[config.mk]
export PLATFORM = sky130hd
export DESIGN_NAME = health_status_aggregator
export DESIGN_NICKNAME = d
export VERILOG_FILES = /design/src/health_pkg.sv /design/src/persist_filter.sv /design/src/health_status_aggregator.sv
export VERILOG_INCLUDE_DIRS = /design/src
export SDC_FILE = /design/constraint.sdc
export NUM_CORES = 1
export LEC_CHECK = 0
export BUFFER_PORTS_ARGS = -buffer_cell sky130_fd_sc_hd__buf_2
export CAP_MARGIN = 30
export CORE_ASPECT_RATIO = 0.7
export CORE_MARGIN = 4
export CORE_UTILIZATION = 48
export CTS_CLUSTER_DIAMETER = 120
export DETAILED_ROUTE_END_ITERATION = 8
export PLACE_DENSITY = 0.86
export REMOVE_ABC_BUFFERS = 1
export SYNTH_ARGS = -nofsm -noshare
export SYNTH_HDL_FRONTEND = slang
export SYNTH_SLANG_ARGS = --single-unit
[constraint.sdc]
create_clock -name sys_clk -period 1.85 [get_ports sys_clk]
set_clock_uncertainty 0.1 [all_clocks]
set_input_delay 0.185 -clock sys_clk [delete_from_list [all_inputs] [get_ports sys_clk]]
set_output_delay 0.185 -clock sys_clk [all_outputs]
set_load 0.05 [all_outputs]
[src/health_defs.svh]
// Constants for the health status aggregator: field ids, bit positions, resets
`ifndef HEALTH_DEFS_SVH
`define HEALTH_DEFS_SVH

// Health word bit positions
`define HW_FATAL_BIT      0
`define HW_HWERR_BIT      1
`define HW_LINKERR_BIT    2
`define HW_SWERR_BIT      3
`define HW_ALERT_BIT      8
`define HW_HWALERT_BIT    9
`define HW_LINKALERT_BIT  10
`define HW_SWALERT_BIT    11
`define HW_SENSALERT_BIT  12

// Field identifiers for read and write field commands
`define FID_HW_ALERT_EN   16'h0010
`define FID_LINK_ALERT_EN 16'h0011
`define FID_SW_ALERT_EN   16'h0012
`define FID_SENS_ALERT_EN 16'h0013
`define FID_HEALTH        16'h0100
`define FID_HW_ERR        16'h0101
`define FID_POWER         16'h0102
`define FID_ENV           16'h0103
`define FID_LINK_ERR      16'h0104
`define FID_PORT_A        16'h0105
`define FID_PORT_B        16'h0106
`define FID_SW_ERR        16'h0107

// Reset values
`define WORD_RST          16'h0000
`define HW_ALERT_EN_RST   16'h0000
`define LINK_ALERT_EN_RST 16'h0001
`define SW_ALERT_EN_RST   16'h0003
`define SENS_ALERT_EN_RST 16'h0001

// Persistence counter defaults
`define PERSIST_CNT_W     8
`define PERSIST_INC       8'h04
`define PERSIST_DECAY     8'h01
`define PERSIST_THRESH    8'h10

`endif

[src/health_pkg.sv]
// Types shared by the health status aggregator files
package health_pkg;
  typedef logic [15:0] word_t;
  typedef logic [7:0]  persist_cnt_t;
endpackage

[src/persist_filter.sv]
// Low-pass persistence counter between soft failures and the fatal flag
`timescale 1ns/1ns
`include "health_defs.svh"

module persist_filter #(
  parameter health_pkg::persist_cnt_t INC    = `PERSIST_INC,
  parameter health_pkg::persist_cnt_t DECAY  = `PERSIST_DECAY,
  parameter health_pkg::persist_cnt_t THRESH = `PERSIST_THRESH
) (
  input  wire logic sys_clk,  // System clock
  input  wire logic rst_n,    // Async reset
  input  wire logic softErr,  // Any soft failure this cycle
  output logic      trip      // Persistence met
);
  health_pkg::persist_cnt_t cntReg;
  health_pkg::persist_cnt_t cntNext;
  logic [8:0] sum;

  // Saturating up on error, decaying toward zero otherwise
  always_comb begin
    sum = {1'b0, cntReg} + {1'b0, INC};
    if (softErr) begin
      cntNext = sum[8] ? 8'hff : sum[7:0];
    end else if (cntReg > DECAY) begin
      cntNext = cntReg - DECAY;
    end else begin
      cntNext = 8'h00;
    end
  end

  always_ff @(posedge sys_clk or negedge rst_n) begin
    if (!rst_n) begin
      cntReg <= 8'h00;
    end else begin
      cntReg <= cntNext;
    end
  end

  assign trip = (cntReg >= THRESH);

  // Trip may only rise right after a soft error pushed the count up
  a_trip_threshold: assert property (@(posedge sys_clk) disable iff (!rst_n)
    $rose(trip) |-> $past(softErr)
    ) else $error("trip rose without a soft error");

  a_decay_down: assert property (@(posedge sys_clk) disable iff (!rst_n)
    (!softErr && cntReg > DECAY) |=> cntReg == $past(cntReg) - DECAY
    ) else $error("counter failed to decay");

  a_count_up: assert property (@(posedge sys_clk) disable iff (!rst_n)
    (rst_n && softErr && cntReg <= 8'hff - INC) |=> cntReg == $past(cntReg) + INC
    ) else $error("counter failed to step up");
endmodule

[src/health_status_aggregator.sv]
// Built-in-test and alert status roll-up tree with field read and write port
`timescale 1ns/1ns
`include "health_defs.svh"

module health_status_aggregator #(
  parameter health_pkg::persist_cnt_t PERSIST_INC    = `PERSIST_INC,
  parameter health_pkg::persist_cnt_t PERSIST_DECAY  = `PERSIST_DECAY,
  parameter health_pkg::persist_cnt_t PERSIST_THRESH = `PERSIST_THRESH
) (
  input  wire logic                sys_clk,          // System clock
  input  wire logic                rst_n,            // Async reset, low
  input  wire logic                inputPowerOob,    // Input power out of bounds
  input  wire logic                inputCurrentOob,  // Input current out of bounds
  input  wire logic                inputVoltageOob,  // Input voltage out of bounds
  input  wire logic                rail5vOob,        // 5 V rail out of bounds
  input  wire logic                rail3vOob,        // 3 V rail out of bounds
  input  wire logic                rail2vOob,        // 2 V rail out of bounds
  input  wire logic                ref2v5Oob,        // 2.5 V reference out of bounds
  input  wire logic                rail6vOob,        // 6 V rail out of bounds
  input  wire logic                groundRefOob,     // Ground reference out of bounds
  input  wire logic                boardTempOob,     // Board temperature out of bounds
  input  wire logic                portATxOverflow,  // Port A transmit overflow
  input  wire logic                portARxOverflow,  // Port A receive overflow
  input  wire logic                portAFrameFault,  // Port A framing error
  input  wire logic                portALineBreak,   // Port A break detected
  input  wire logic                portAParityFault, // Port A parity error
  input  wire logic                portBTxOverflow,  // Port B transmit overflow
  input  wire logic                portBRxOverflow,  // Port B receive overflow
  input  wire logic                portBFrameFault,  // Port B framing error
  input  wire logic                portBLineBreak,   // Port B break detected
  input  wire logic                portBParityFault, // Port B parity error
  input  wire logic                algoFault,        // Software algorithm fault
  input  wire logic                storedDataFault,  // Software data fault
  input  wire logic                hardFail,         // Any hard-category failure
  input  wire health_pkg::word_t   hwAlertStatus,    // Hardware alert indications
  input  wire health_pkg::word_t   linkAlertStatus,  // Link alert indications
  input  wire health_pkg::word_t   swAlertStatus,    // Software alert indications
  input  wire health_pkg::word_t   sensorAlertStatus,// Sensor alert indications
  input  wire logic                fieldRd,          // Read field strobe
  input  wire logic                fieldWr,          // Write field strobe
  input  wire health_pkg::word_t   fieldId,          // Field identifier
  input  wire health_pkg::word_t   fieldWrData,      // Write field data
  output health_pkg::word_t        fieldRdData,      // Read field data
  output logic                     fieldRdValid,     // Read answer pulse
  output logic                     fieldAccErr,      // Unknown field pulse
  output health_pkg::word_t        healthWord,       // Health word
  output logic                     fatalFailPin      // Fatal failure pin
);

  health_pkg::word_t powerNext;
  health_pkg::word_t envNext;
  health_pkg::word_t hwErrNext;
  health_pkg::word_t portANext;
  health_pkg::word_t portBNext;
  health_pkg::word_t linkErrNext;
  health_pkg::word_t swErrNext;
  health_pkg::word_t healthNext;

  health_pkg::word_t powerReg;
  health_pkg::word_t envReg;
  health_pkg::word_t hwErrReg;
  health_pkg::word_t portAReg;
  health_pkg::word_t portBReg;
  health_pkg::word_t linkErrReg;
  health_pkg::word_t swErrReg;
  health_pkg::word_t healthReg;

  health_pkg::word_t hwAlertEnReg;
  health_pkg::word_t linkAlertEnReg;
  health_pkg::word_t swAlertEnReg;
  health_pkg::word_t sensAlertEnReg;

  health_pkg::word_t fieldRdDataReg;
  health_pkg::word_t rdMux;
  logic              rdHit;
  logic              fieldRdValidReg;
  logic              fieldAccErrReg;
  logic              wrHit;

  logic [3:0]        alertRaw;
  health_pkg::word_t alertStat [4];
  health_pkg::word_t alertEn   [4];
  logic              softAny;
  logic              persistTrip;

  // Leaf words; reserved bits tied low so they read zero
  always_comb begin
    powerNext      = `WORD_RST;
    powerNext[0]   = inputPowerOob;
    powerNext[1]   = inputCurrentOob;
    powerNext[2]   = inputVoltageOob;
    powerNext[3]   = rail5vOob;
    powerNext[4]   = rail3vOob;
    powerNext[5]   = rail2vOob;
    powerNext[6]   = ref2v5Oob;
    powerNext[7]   = rail6vOob;
    powerNext[8]   = groundRefOob;
    envNext        = `WORD_RST;
    envNext[0]     = boardTempOob;
    portANext      = `WORD_RST;
    portANext[4:0] = {portAParityFault, portALineBreak, portAFrameFault,
                      portARxOverflow, portATxOverflow};
    portBNext      = `WORD_RST;
    portBNext[4:0] = {portBParityFault, portBLineBreak, portBFrameFault,
                      portBRxOverflow, portBTxOverflow};
  end

  // Intermediate words; hardware and link bits are the OR of the word below, software bits take the leaves directly
  always_comb begin
    hwErrNext      = `WORD_RST;
    hwErrNext[0]   = |powerNext;
    hwErrNext[1]   = |envNext;
    linkErrNext    = `WORD_RST;
    linkErrNext[0] = |portANext;
    linkErrNext[1] = |portBNext;
    swErrNext      = `WORD_RST;
    swErrNext[0]   = algoFault;
    swErrNext[1]   = storedDataFault;
  end

  // Each alert category gathers only its enabled indications
  assign alertStat[0] = hwAlertStatus;
  assign alertStat[1] = linkAlertStatus;
  assign alertStat[2] = swAlertStatus;
  assign alertStat[3] = sensorAlertStatus;
  assign alertEn[0]   = hwAlertEnReg;
  assign alertEn[1]   = linkAlertEnReg;
  assign alertEn[2]   = swAlertEnReg;
  assign alertEn[3]   = sensAlertEnReg;

  for (genvar g = 0; g < 4; g++) begin : gAlert
    assign alertRaw[g] = |(alertStat[g] & alertEn[g]);
  end

  // Every leaf is soft, so any set flag feeds the persistence filter
  assign softAny = |hwErrNext | (|linkErrNext) | (|swErrNext);

  persist_filter #(
    .INC    (PERSIST_INC),
    .DECAY  (PERSIST_DECAY),
    .THRESH (PERSIST_THRESH)
  ) uPersist (
    .sys_clk (sys_clk),
    .rst_n   (rst_n),
    .softErr (softAny),
    .trip    (persistTrip)
  );

  always_comb begin
    healthNext                    = `WORD_RST;
    healthNext[`HW_FATAL_BIT]     = hardFail | persistTrip;
    healthNext[`HW_HWERR_BIT]     = |hwErrNext;
    healthNext[`HW_LINKERR_BIT]   = |linkErrNext;
    healthNext[`HW_SWERR_BIT]     = |swErrNext;
    healthNext[`HW_HWALERT_BIT]   = alertRaw[0];
    healthNext[`HW_LINKALERT_BIT] = alertRaw[1];
    healthNext[`HW_SWALERT_BIT]   = alertRaw[2];
    healthNext[`HW_SENSALERT_BIT] = alertRaw[3];
    healthNext[`HW_ALERT_BIT]     = |alertRaw;
  end

  // All words load together so every level of the tree agrees each cycle
  always_ff @(posedge sys_clk or negedge rst_n) begin
    if (!rst_n) begin
      powerReg   <= `WORD_RST;
      envReg     <= `WORD_RST;
      hwErrReg   <= `WORD_RST;
      portAReg   <= `WORD_RST;
      portBReg   <= `WORD_RST;
      linkErrReg <= `WORD_RST;
      swErrReg   <= `WORD_RST;
      healthReg  <= `WORD_RST;
    end else begin
      powerReg   <= powerNext;
      envReg     <= envNext;
      hwErrReg   <= hwErrNext;
      portAReg   <= portANext;
      portBReg   <= portBNext;
      linkErrReg <= linkErrNext;
      swErrReg   <= swErrNext;
      healthReg  <= healthNext;
    end
  end

  // Enable masks, written by the write field command
  always_ff @(posedge sys_clk or negedge rst_n) begin
    if (!rst_n) begin
      hwAlertEnReg   <= `HW_ALERT_EN_RST;
      linkAlertEnReg <= `LINK_ALERT_EN_RST;
      swAlertEnReg   <= `SW_ALERT_EN_RST;
      sensAlertEnReg <= `SENS_ALERT_EN_RST;
    end else if (fieldWr) begin
      case (fieldId)
        `FID_HW_ALERT_EN:   hwAlertEnReg   <= fieldWrData;
        `FID_LINK_ALERT_EN: linkAlertEnReg <= fieldWrData;
        `FID_SW_ALERT_EN:   swAlertEnReg   <= fieldWrData;
        `FID_SENS_ALERT_EN: sensAlertEnReg <= fieldWrData;
        default: ;
      endcase
    end
  end

  assign wrHit = (fieldId == `FID_HW_ALERT_EN) || (fieldId == `FID_LINK_ALERT_EN) ||
                 (fieldId == `FID_SW_ALERT_EN) || (fieldId == `FID_SENS_ALERT_EN);

  // Field read decode
  always_comb begin
    rdHit = 1'b1;
    case (fieldId)
      `FID_HEALTH:        rdMux = healthReg;
      `FID_HW_ERR:        rdMux = hwErrReg;
      `FID_POWER:         rdMux = powerReg;
      `FID_ENV:           rdMux = envReg;
      `FID_LINK_ERR:      rdMux = linkErrReg;
      `FID_PORT_A:        rdMux = portAReg;
      `FID_PORT_B:        rdMux = portBReg;
      `FID_SW_ERR:        rdMux = swErrReg;
      `FID_HW_ALERT_EN:   rdMux = hwAlertEnReg;
      `FID_LINK_ALERT_EN: rdMux = linkAlertEnReg;
      `FID_SW_ALERT_EN:   rdMux = swAlertEnReg;
      `FID_SENS_ALERT_EN: rdMux = sensAlertEnReg;
      default: begin
        rdMux = `WORD_RST;
        rdHit = 1'b0;
      end
    endcase
  end

  // When both strobes arrive together the read decides the error flag; the write still lands
  always_ff @(posedge sys_clk or negedge rst_n) begin
    if (!rst_n) begin
      fieldRdDataReg  <= `WORD_RST;
      fieldRdValidReg <= 1'b0;
      fieldAccErrReg  <= 1'b0;
    end else begin
      fieldRdValidReg <= fieldRd && rdHit;
      fieldAccErrReg  <= fieldRd ? !rdHit : (fieldWr && !wrHit);
      if (fieldRd) begin
        fieldRdDataReg <= rdMux;
      end
    end
  end

  assign fieldRdData  = fieldRdDataReg;
  assign fieldRdValid = fieldRdValidReg;
  assign fieldAccErr  = fieldAccErrReg;
  assign healthWord   = healthReg;
  assign fatalFailPin = healthReg[`HW_FATAL_BIT];

  a_hw_err_or: assert property (@(posedge sys_clk) disable iff (!rst_n)
    healthReg[1] == |hwErrReg
    ) else $error("hardware summary differs from word OR");

  a_power_fault_or: assert property (@(posedge sys_clk) disable iff (!rst_n)
    hwErrReg[0] == |powerReg
    ) else $error("power fault differs from word OR");

  a_env_fault_or: assert property (@(posedge sys_clk) disable iff (!rst_n)
    hwErrReg[1] == |envReg
    ) else $error("environmental fault differs from word");

  a_link_err_or: assert property (@(posedge sys_clk) disable iff (!rst_n)
    healthReg[2] == |linkErrReg
    ) else $error("link summary differs from word OR");

  a_port_a_or: assert property (@(posedge sys_clk) disable iff (!rst_n)
    linkErrReg[0] == |portAReg
    ) else $error("port A fault differs from word OR");

  a_port_b_or: assert property (@(posedge sys_clk) disable iff (!rst_n)
    linkErrReg[1] == |portBReg
    ) else $error("port B fault differs from word OR");

  a_sw_err_or: assert property (@(posedge sys_clk) disable iff (!rst_n)
    healthReg[3] == |swErrReg
    ) else $error("software summary differs from word OR");

  a_alert_summary: assert property (@(posedge sys_clk) disable iff (!rst_n)
    healthReg[8] == |healthReg[12:9]
    ) else $error("alert summary differs from alert OR");

  // Checked against the raw inputs so a swapped category shows; the edge after reset still holds zeros
  a_alert_enable: assert property (@(posedge sys_clk) disable iff (!rst_n)
    $past(rst_n) |-> healthReg[9] == |($past(hwAlertStatus) & $past(hwAlertEnReg))
      && healthReg[10] == |($past(linkAlertStatus) & $past(linkAlertEnReg))
      && healthReg[11] == |($past(swAlertStatus) & $past(swAlertEnReg))
      && healthReg[12] == |($past(sensorAlertStatus) & $past(sensAlertEnReg))
    ) else $error("alert intermediate ignores mask");

  a_hard_fatal: assert property (@(posedge sys_clk) disable iff (!rst_n)
    hardFail |=> healthReg[0] && fatalFailPin
    ) else $error("hard failure did not assert fatal");

  a_soft_raise: assert property (@(posedge sys_clk) disable iff (!rst_n)
    (algoFault && !hardFail && !persistTrip) |=> healthReg[3] && !healthReg[0]
    ) else $error("soft failure handling wrong");

  a_fatal_pin: assert property (@(posedge sys_clk) disable iff (!rst_n)
    fatalFailPin == healthWord[0]
    ) else $error("fatal pin does not mirror flag");

  a_reserved_zero: assert property (@(posedge sys_clk) disable iff (!rst_n)
    healthReg[7:4] == 4'h0 && healthReg[15:13] == 3'h0 && powerReg[15:9] == 7'h00
    && portAReg[15:5] == 11'h000 && hwErrReg[15:2] == 14'h0000
    ) else $error("reserved bit set");

  a_fatal_gate: assert property (@(posedge sys_clk) disable iff (!rst_n)
    !(hardFail || persistTrip) |=> !healthReg[0]
    ) else $error("fatal set without hard failure or persistence");

  a_power_map: assert property (@(posedge sys_clk) disable iff (!rst_n)
    $past(rst_n) |-> powerReg[0] == $past(inputPowerOob) && powerReg[8] == $past(groundRefOob)
    ) else $error("power flag in wrong bit");

  a_port_a_map: assert property (@(posedge sys_clk) disable iff (!rst_n)
    $past(rst_n) |-> portAReg[0] == $past(portATxOverflow) && portAReg[4] == $past(portAParityFault)
    ) else $error("port A flag in wrong bit");

  a_port_b_map: assert property (@(posedge sys_clk) disable iff (!rst_n)
    $past(rst_n) |-> portBReg[2] == $past(portBFrameFault) && portBReg[3] == $past(portBLineBreak)
    ) else $error("port B flag in wrong bit");
endmodule

==> impl.org <==
** Run status
- Status :: finished, violations left
- The checks that failed: setup timing.

** Placed design
- Placed Cells :: 904
- Routability-driven placement finished with a final weighted congestion of 1.018.
- After detailed placement, the total cell area comes to 0.007705 mm².
- Count of buffers from port buffering :: 150
- The wire-length estimate of the detail-placed layout is 16.51 mm.

** Power
- Static leakage :: 4.440 nW
- For this design the ratio of total power to cell area is 778.3 mW/mm².
- Maximum ir drop on the vdd rail :: 0.7110 mV
- PnR Total Power :: 0.007039 W

** STA
- Hold violation total from the final report :: 0
- Worst slew margin :: 0.6331
- Setup violations remaining at the end of the flow were counted as 4.
- At the pin with the least slew margin, the transition time is 0.5365 ns.
- Highest clock rate :: 499.0 MHz
- The final count of pins violating max slew came to 0.
- Setup repair after global routing could not meet its margin everywhere.
- Setup slack on the critical path of the routed design comes to -0.1542 ns.
- Of the available clock period, the critical path in the final layout requires 1.083.
- After layout, the minimum clock period comes to 2.004 ns.
- Worst hold margin :: 0.01628 ns

** Clock tree
- Buffers from clock root to sink, at most :: 2
- TritonCTS built the clock tree.
- Source-to-sink clock delay at the later pin of the worst-skew pair :: 0.42 ns
- Counting every sink on the clock net gives 124.
- Number of CTS-inserted buffers :: 17
- H-tree levels :: 4
- Root buf cell :: sky130_fd_sc_hd__clkbuf_16
- Clock slew at the register clock pins of the worst setup and hold paths :: 0.06 ns

** Worst setup path
- On the worst path, the slowest cell contributes a delay of 0.55 ns.
- Type of destination of the critical path :: flop
- Of all nets on the critical path, the largest fanout is 2.
- The worst setup path is launched from a flop.
- Startpoint of the worst-slack reg-to-reg timing path :: linkAlertEnReg[3]
- CP Cell Sequence :: a22o_1, a221oi_2, and3_4, nand4_1, or4_1
- Crit. Startpoint :: linkAlertEnReg[3]
- STA puts the critical path data required time at 2.04 ns.
- Critical path's slowest cell :: sky130_fd_sc_hd__or4_1
- Arrival time reported for the critical path endpoint :: 2.19 ns
- Path type of the worst setup path :: flop to flop

** Floorplanning
- The core region is 0.01242 mm².
- Num ports :: 158
- Total Die Area :: 0.01464 mm²
- Die Span Y :: 102.4 µm
- After floorplanning, the core was divided into 34 placement rows.
- Starting Density :: 0.4922
- Overall die width :: 142.9 µm

** Yosys
- The most used flip-flop cell after synthesis is sky130_fd_sc_hd__dfrtp_1.
- Proportion of netlist area held by the largest area contributor :: 0.4911
- Averaged over all synthesized cells, the footprint is 11.69 µm².
- Synth warn :: 0
- Number of enable flip-flop cells after synthesis :: 0
- Post-Synthesis Cell Area :: 0.006115 mm²
- Synthesis instantiated 67 different standard cells from the library.
- Yosys attributes the largest share of cell area to sky130_fd_sc_hd__dfrtp_1 (49%), sky130_fd_sc_hd__mux2_2 (12%), sky130_fd_sc_hd__and3_1 (3.3%).
- Of the synthesized area, sequential elements account for 0.5083.
- The synthesized design spends more area on one cell type than any other, namely sky130_fd_sc_hd__dfrtp_1.
- Counting flops and latches in the post-synthesis netlist gives 124.
- Synthesis produced a netlist whose cell count is 523.
- Async set or reset register ratio after synthesis :: 1.000

** Routing
- Routed met1 length :: 9.038 mm
- Once detail routing completed, the nets flagged for antenna violations numbered 0.
- Number of iterations in the first detailed-routing pass :: 5
- Post-detailed-route wirelength per cell :: 23.33 µm
- Via Count :: 6,176
- Post-route DRC :: 0
- Uppermost layer routed :: met4
- For this block, the initial DRC count from the detailed router was 639.
- Met2 wire length :: 10.82 mm
- Wire length on met3 :: 2.699 mm
- Dividing the detail-routed via count by the number of cells gives 6.195.
- The routed design has 23.26 mm of wire.

** Finish
- Finished Layout Cells :: 997
- Ratio of cells with drive above 1 in the final layout :: 0.4719
- The repair_antennas step left the layout with diodes totalling 0.
- Area delta synth->final :: 47.90%
- The filler cells instantiated in the layout total 853.
- Summing all non-filler instances in the final layout gives an area of 0.009044 mm².
- Final net count :: 950
- Final Core Density :: 0.7280

** Global route
- The via count of the first global-routing pass is 6,327.
- The total overflow left after global routing is 0.
- The number of antenna violations at the first check in global routing is 0.
- In the global route stage, overall resource usage came out at 0.3199.
- The first global-routing pass estimated 35.03 mm of wire.
- Entering global routing, the biggest net connects 37 pins.

** Run
- The tool flagged a number of max-cap violations equal to 0.

** Hold path
- HP Class :: primary input to flop
- Hold_sp :: sensorAlertStatus[0]
area by class of cell:
cell class | instances | area (µm²) | share of cell area
inverter | 16 | 60.06 | 0.006641
tap | 162 | 202.7 | 0.02241
multi-input combinational | 354 | 2899 | 0.3206
clock inverter | 10 | 113.9 | 0.01259
sequential | 124 | 3109 | 0.3438
clock buffer | 22 | 484.2 | 0.05354
timing repair buffer | 309 | 2175 | 0.2405
critical path: cells and delay by family, from the launching register on:
family / cells / cell delay (ns)
DFF: 1 / 0.40
AOI/OAI and AO/OA: 2 / 0.45
and+or+nand+nor: 3 / 0.93
placed cells by master (no fill, tap or decap), types with 9 or more instances in the layout:
cell                            count
sky130_fd_sc_hd__nor2b_1           11
sky130_fd_sc_hd__a22oi_1           18
sky130_fd_sc_hd__nand3_1           33
sky130_fd_sc_hd__mux2_2            64
sky130_fd_sc_hd__buf_2            149
sky130_fd_sc_hd__clkbuf_16         17
sky130_fd_sc_hd__dlygate4sd3_1     56
sky130_fd_sc_hd__buf_4             97
sky130_fd_sc_hd__nand4_1           12
sky130_fd_sc_hd__a22o_1             9
sky130_fd_sc_hd__nor2_1            18
sky130_fd_sc_hd__and3_1            29
sky130_fd_sc_hd__nor3_1            13
sky130_fd_sc_hd__a2111oi_0         10
sky130_fd_sc_hd__nand2_1           12
sky130_fd_sc_hd__a21oi_1           14
sky130_fd_sc_hd__inv_1             16
sky130_fd_sc_hd__dfrtp_1          119
report_power, final:
group | leakage (nW) | internal, W | switching, W | total (W)
combinational | 2.55 | 0.000384 | 0.000446 | 0.000830
clock | 0.285 | 0.00212 | 0.00124 | 0.00336
sequential | 1.61 | 0.00279 | 0.0000588 | 0.00285
total | 4.44 | 0.00530 | 0.00174 | 0.00704
synth_stat cells, types with 2 or more instances:
library cell	n
sky130_fd_sc_hd__dfrtp_1	120
sky130_fd_sc_hd__nand3b_1	2
sky130_fd_sc_hd__buf_4	11
sky130_fd_sc_hd__nand3_1	33
sky130_fd_sc_hd__and2_1	2
sky130_fd_sc_hd__nor3_1	14
sky130_fd_sc_hd__a2111oi_0	11
sky130_fd_sc_hd__nand2_2	2
sky130_fd_sc_hd__clkbuf_1	11
sky130_fd_sc_hd__buf_6	4
sky130_fd_sc_hd__o21ai_0	3
sky130_fd_sc_hd__and3_1	32
sky130_fd_sc_hd__nor2_1	18
sky130_fd_sc_hd__nand4_1	12
sky130_fd_sc_hd__buf_1	2
sky130_fd_sc_hd__o211ai_1	3
sky130_fd_sc_hd__a22oi_1	19
sky130_fd_sc_hd__nor3_2	3
sky130_fd_sc_hd__buf_2	7
sky130_fd_sc_hd__ha_1	5
sky130_fd_sc_hd__or2b_1	2
sky130_fd_sc_hd__nor2b_1	11
sky130_fd_sc_hd__a221oi_1	13
sky130_fd_sc_hd__a221o_1	4
sky130_fd_sc_hd__a21oi_1	14
sky130_fd_sc_hd__a22o_1	9
sky130_fd_sc_hd__nor3b_1	2
sky130_fd_sc_hd__nor4_4	2
sky130_fd_sc_hd__nor4_1	7
sky130_fd_sc_hd__dfstp_2	4
sky130_fd_sc_hd__a211oi_1	5
sky130_fd_sc_hd__o2bb2ai_1	7
sky130_fd_sc_hd__inv_1	16
sky130_fd_sc_hd__nand2_1	12
sky130_fd_sc_hd__mux2_2	64
sky130_fd_sc_hd__nor4_2	2
sky130_fd_sc_hd__mux2i_1	3
sky130_fd_sc_hd__nor2_2	2
sky130_fd_sc_hd__a222oi_1	2
flip-flops by register name (all words and copies together) (netlist names):
name             cells
uPersist.cntReg      8
swAlertEnReg        16
powerReg             9
portAReg             5
fieldRdValid         1
portBReg             5
hwAlertEnReg        16
linkAlertEnReg      16
fieldRdData         16
linkErrReg           2
swErrReg             2
hwErrReg             2
fieldAccErr          1
healthWord           9
sensAlertEnReg      16
final timing paths:
check | end | cells past startpoint | slack [ns]
max in group asynchronous | fieldRdData[13] | 3 | 0.76
min in group asynchronous | fieldRdValid | 2 | 0.19
setup / recovery | healthWord[8] | 5 | -0.15
setup reg to reg | healthWord[8] | 5 | -0.15
hold reg to reg | fieldRdData[14] | 1 | 0.40
hold / removal | healthWord[12] | 3 | 0.02
kinds of logic (layout without fill, tap and decap cells):
group / Yosys count / in the layout / synth area share
flip-flops: 124 / 124 / 0.5083
multiplexers: 69 / 69 / 0.1308
AND/OR/NAND/NOR: 173 / 173 / 0.1778
adder cells (fa/ha/maj): 5 / 5 / 0.01023
XOR/XNOR: 1 / 1 / 0.001433
other: 1 / 7 / 0.0006133
buffers and inverters: 51 / 357 / 0.04440
AO/OA/AOI/OAI: 99 / 99 / 0.1265
stage by stage:
step | setup WS [ns] | TNS [ns]
4_1_cts | -0.08121 | -0.1329
5_1_grt | -0.2157 | -0.4146
6_report | -0.1542 | -0.2156
3_3_place_gp | -0.1620 | -3.848
2_1_floorplan | -0.3525 | -18.70
3_5_place_dp | -0.2675 | -6.361
timing repair:
| action | 4_1_cts | 5_1_grt |
|---|---|---|
| resized for setup | 6 | 21 |
| endpoints found under the setup margin | 2 | 9 |
| buffers inserted | 0 | 5 |
| pin swaps | 3 | 11 |
| hold buffers | 55 | 3 |
| hold endpoints to repair | 125 | 4 |
routing by layer:
layer	global-route usage	vias up
li1	-	2591
met1	0.4253	3088
met2	0.5047	426
met3	0.1006	71
met4	0.1037	0
met5	0	-
Note: power is estimated with default switching activity, not from simulation.
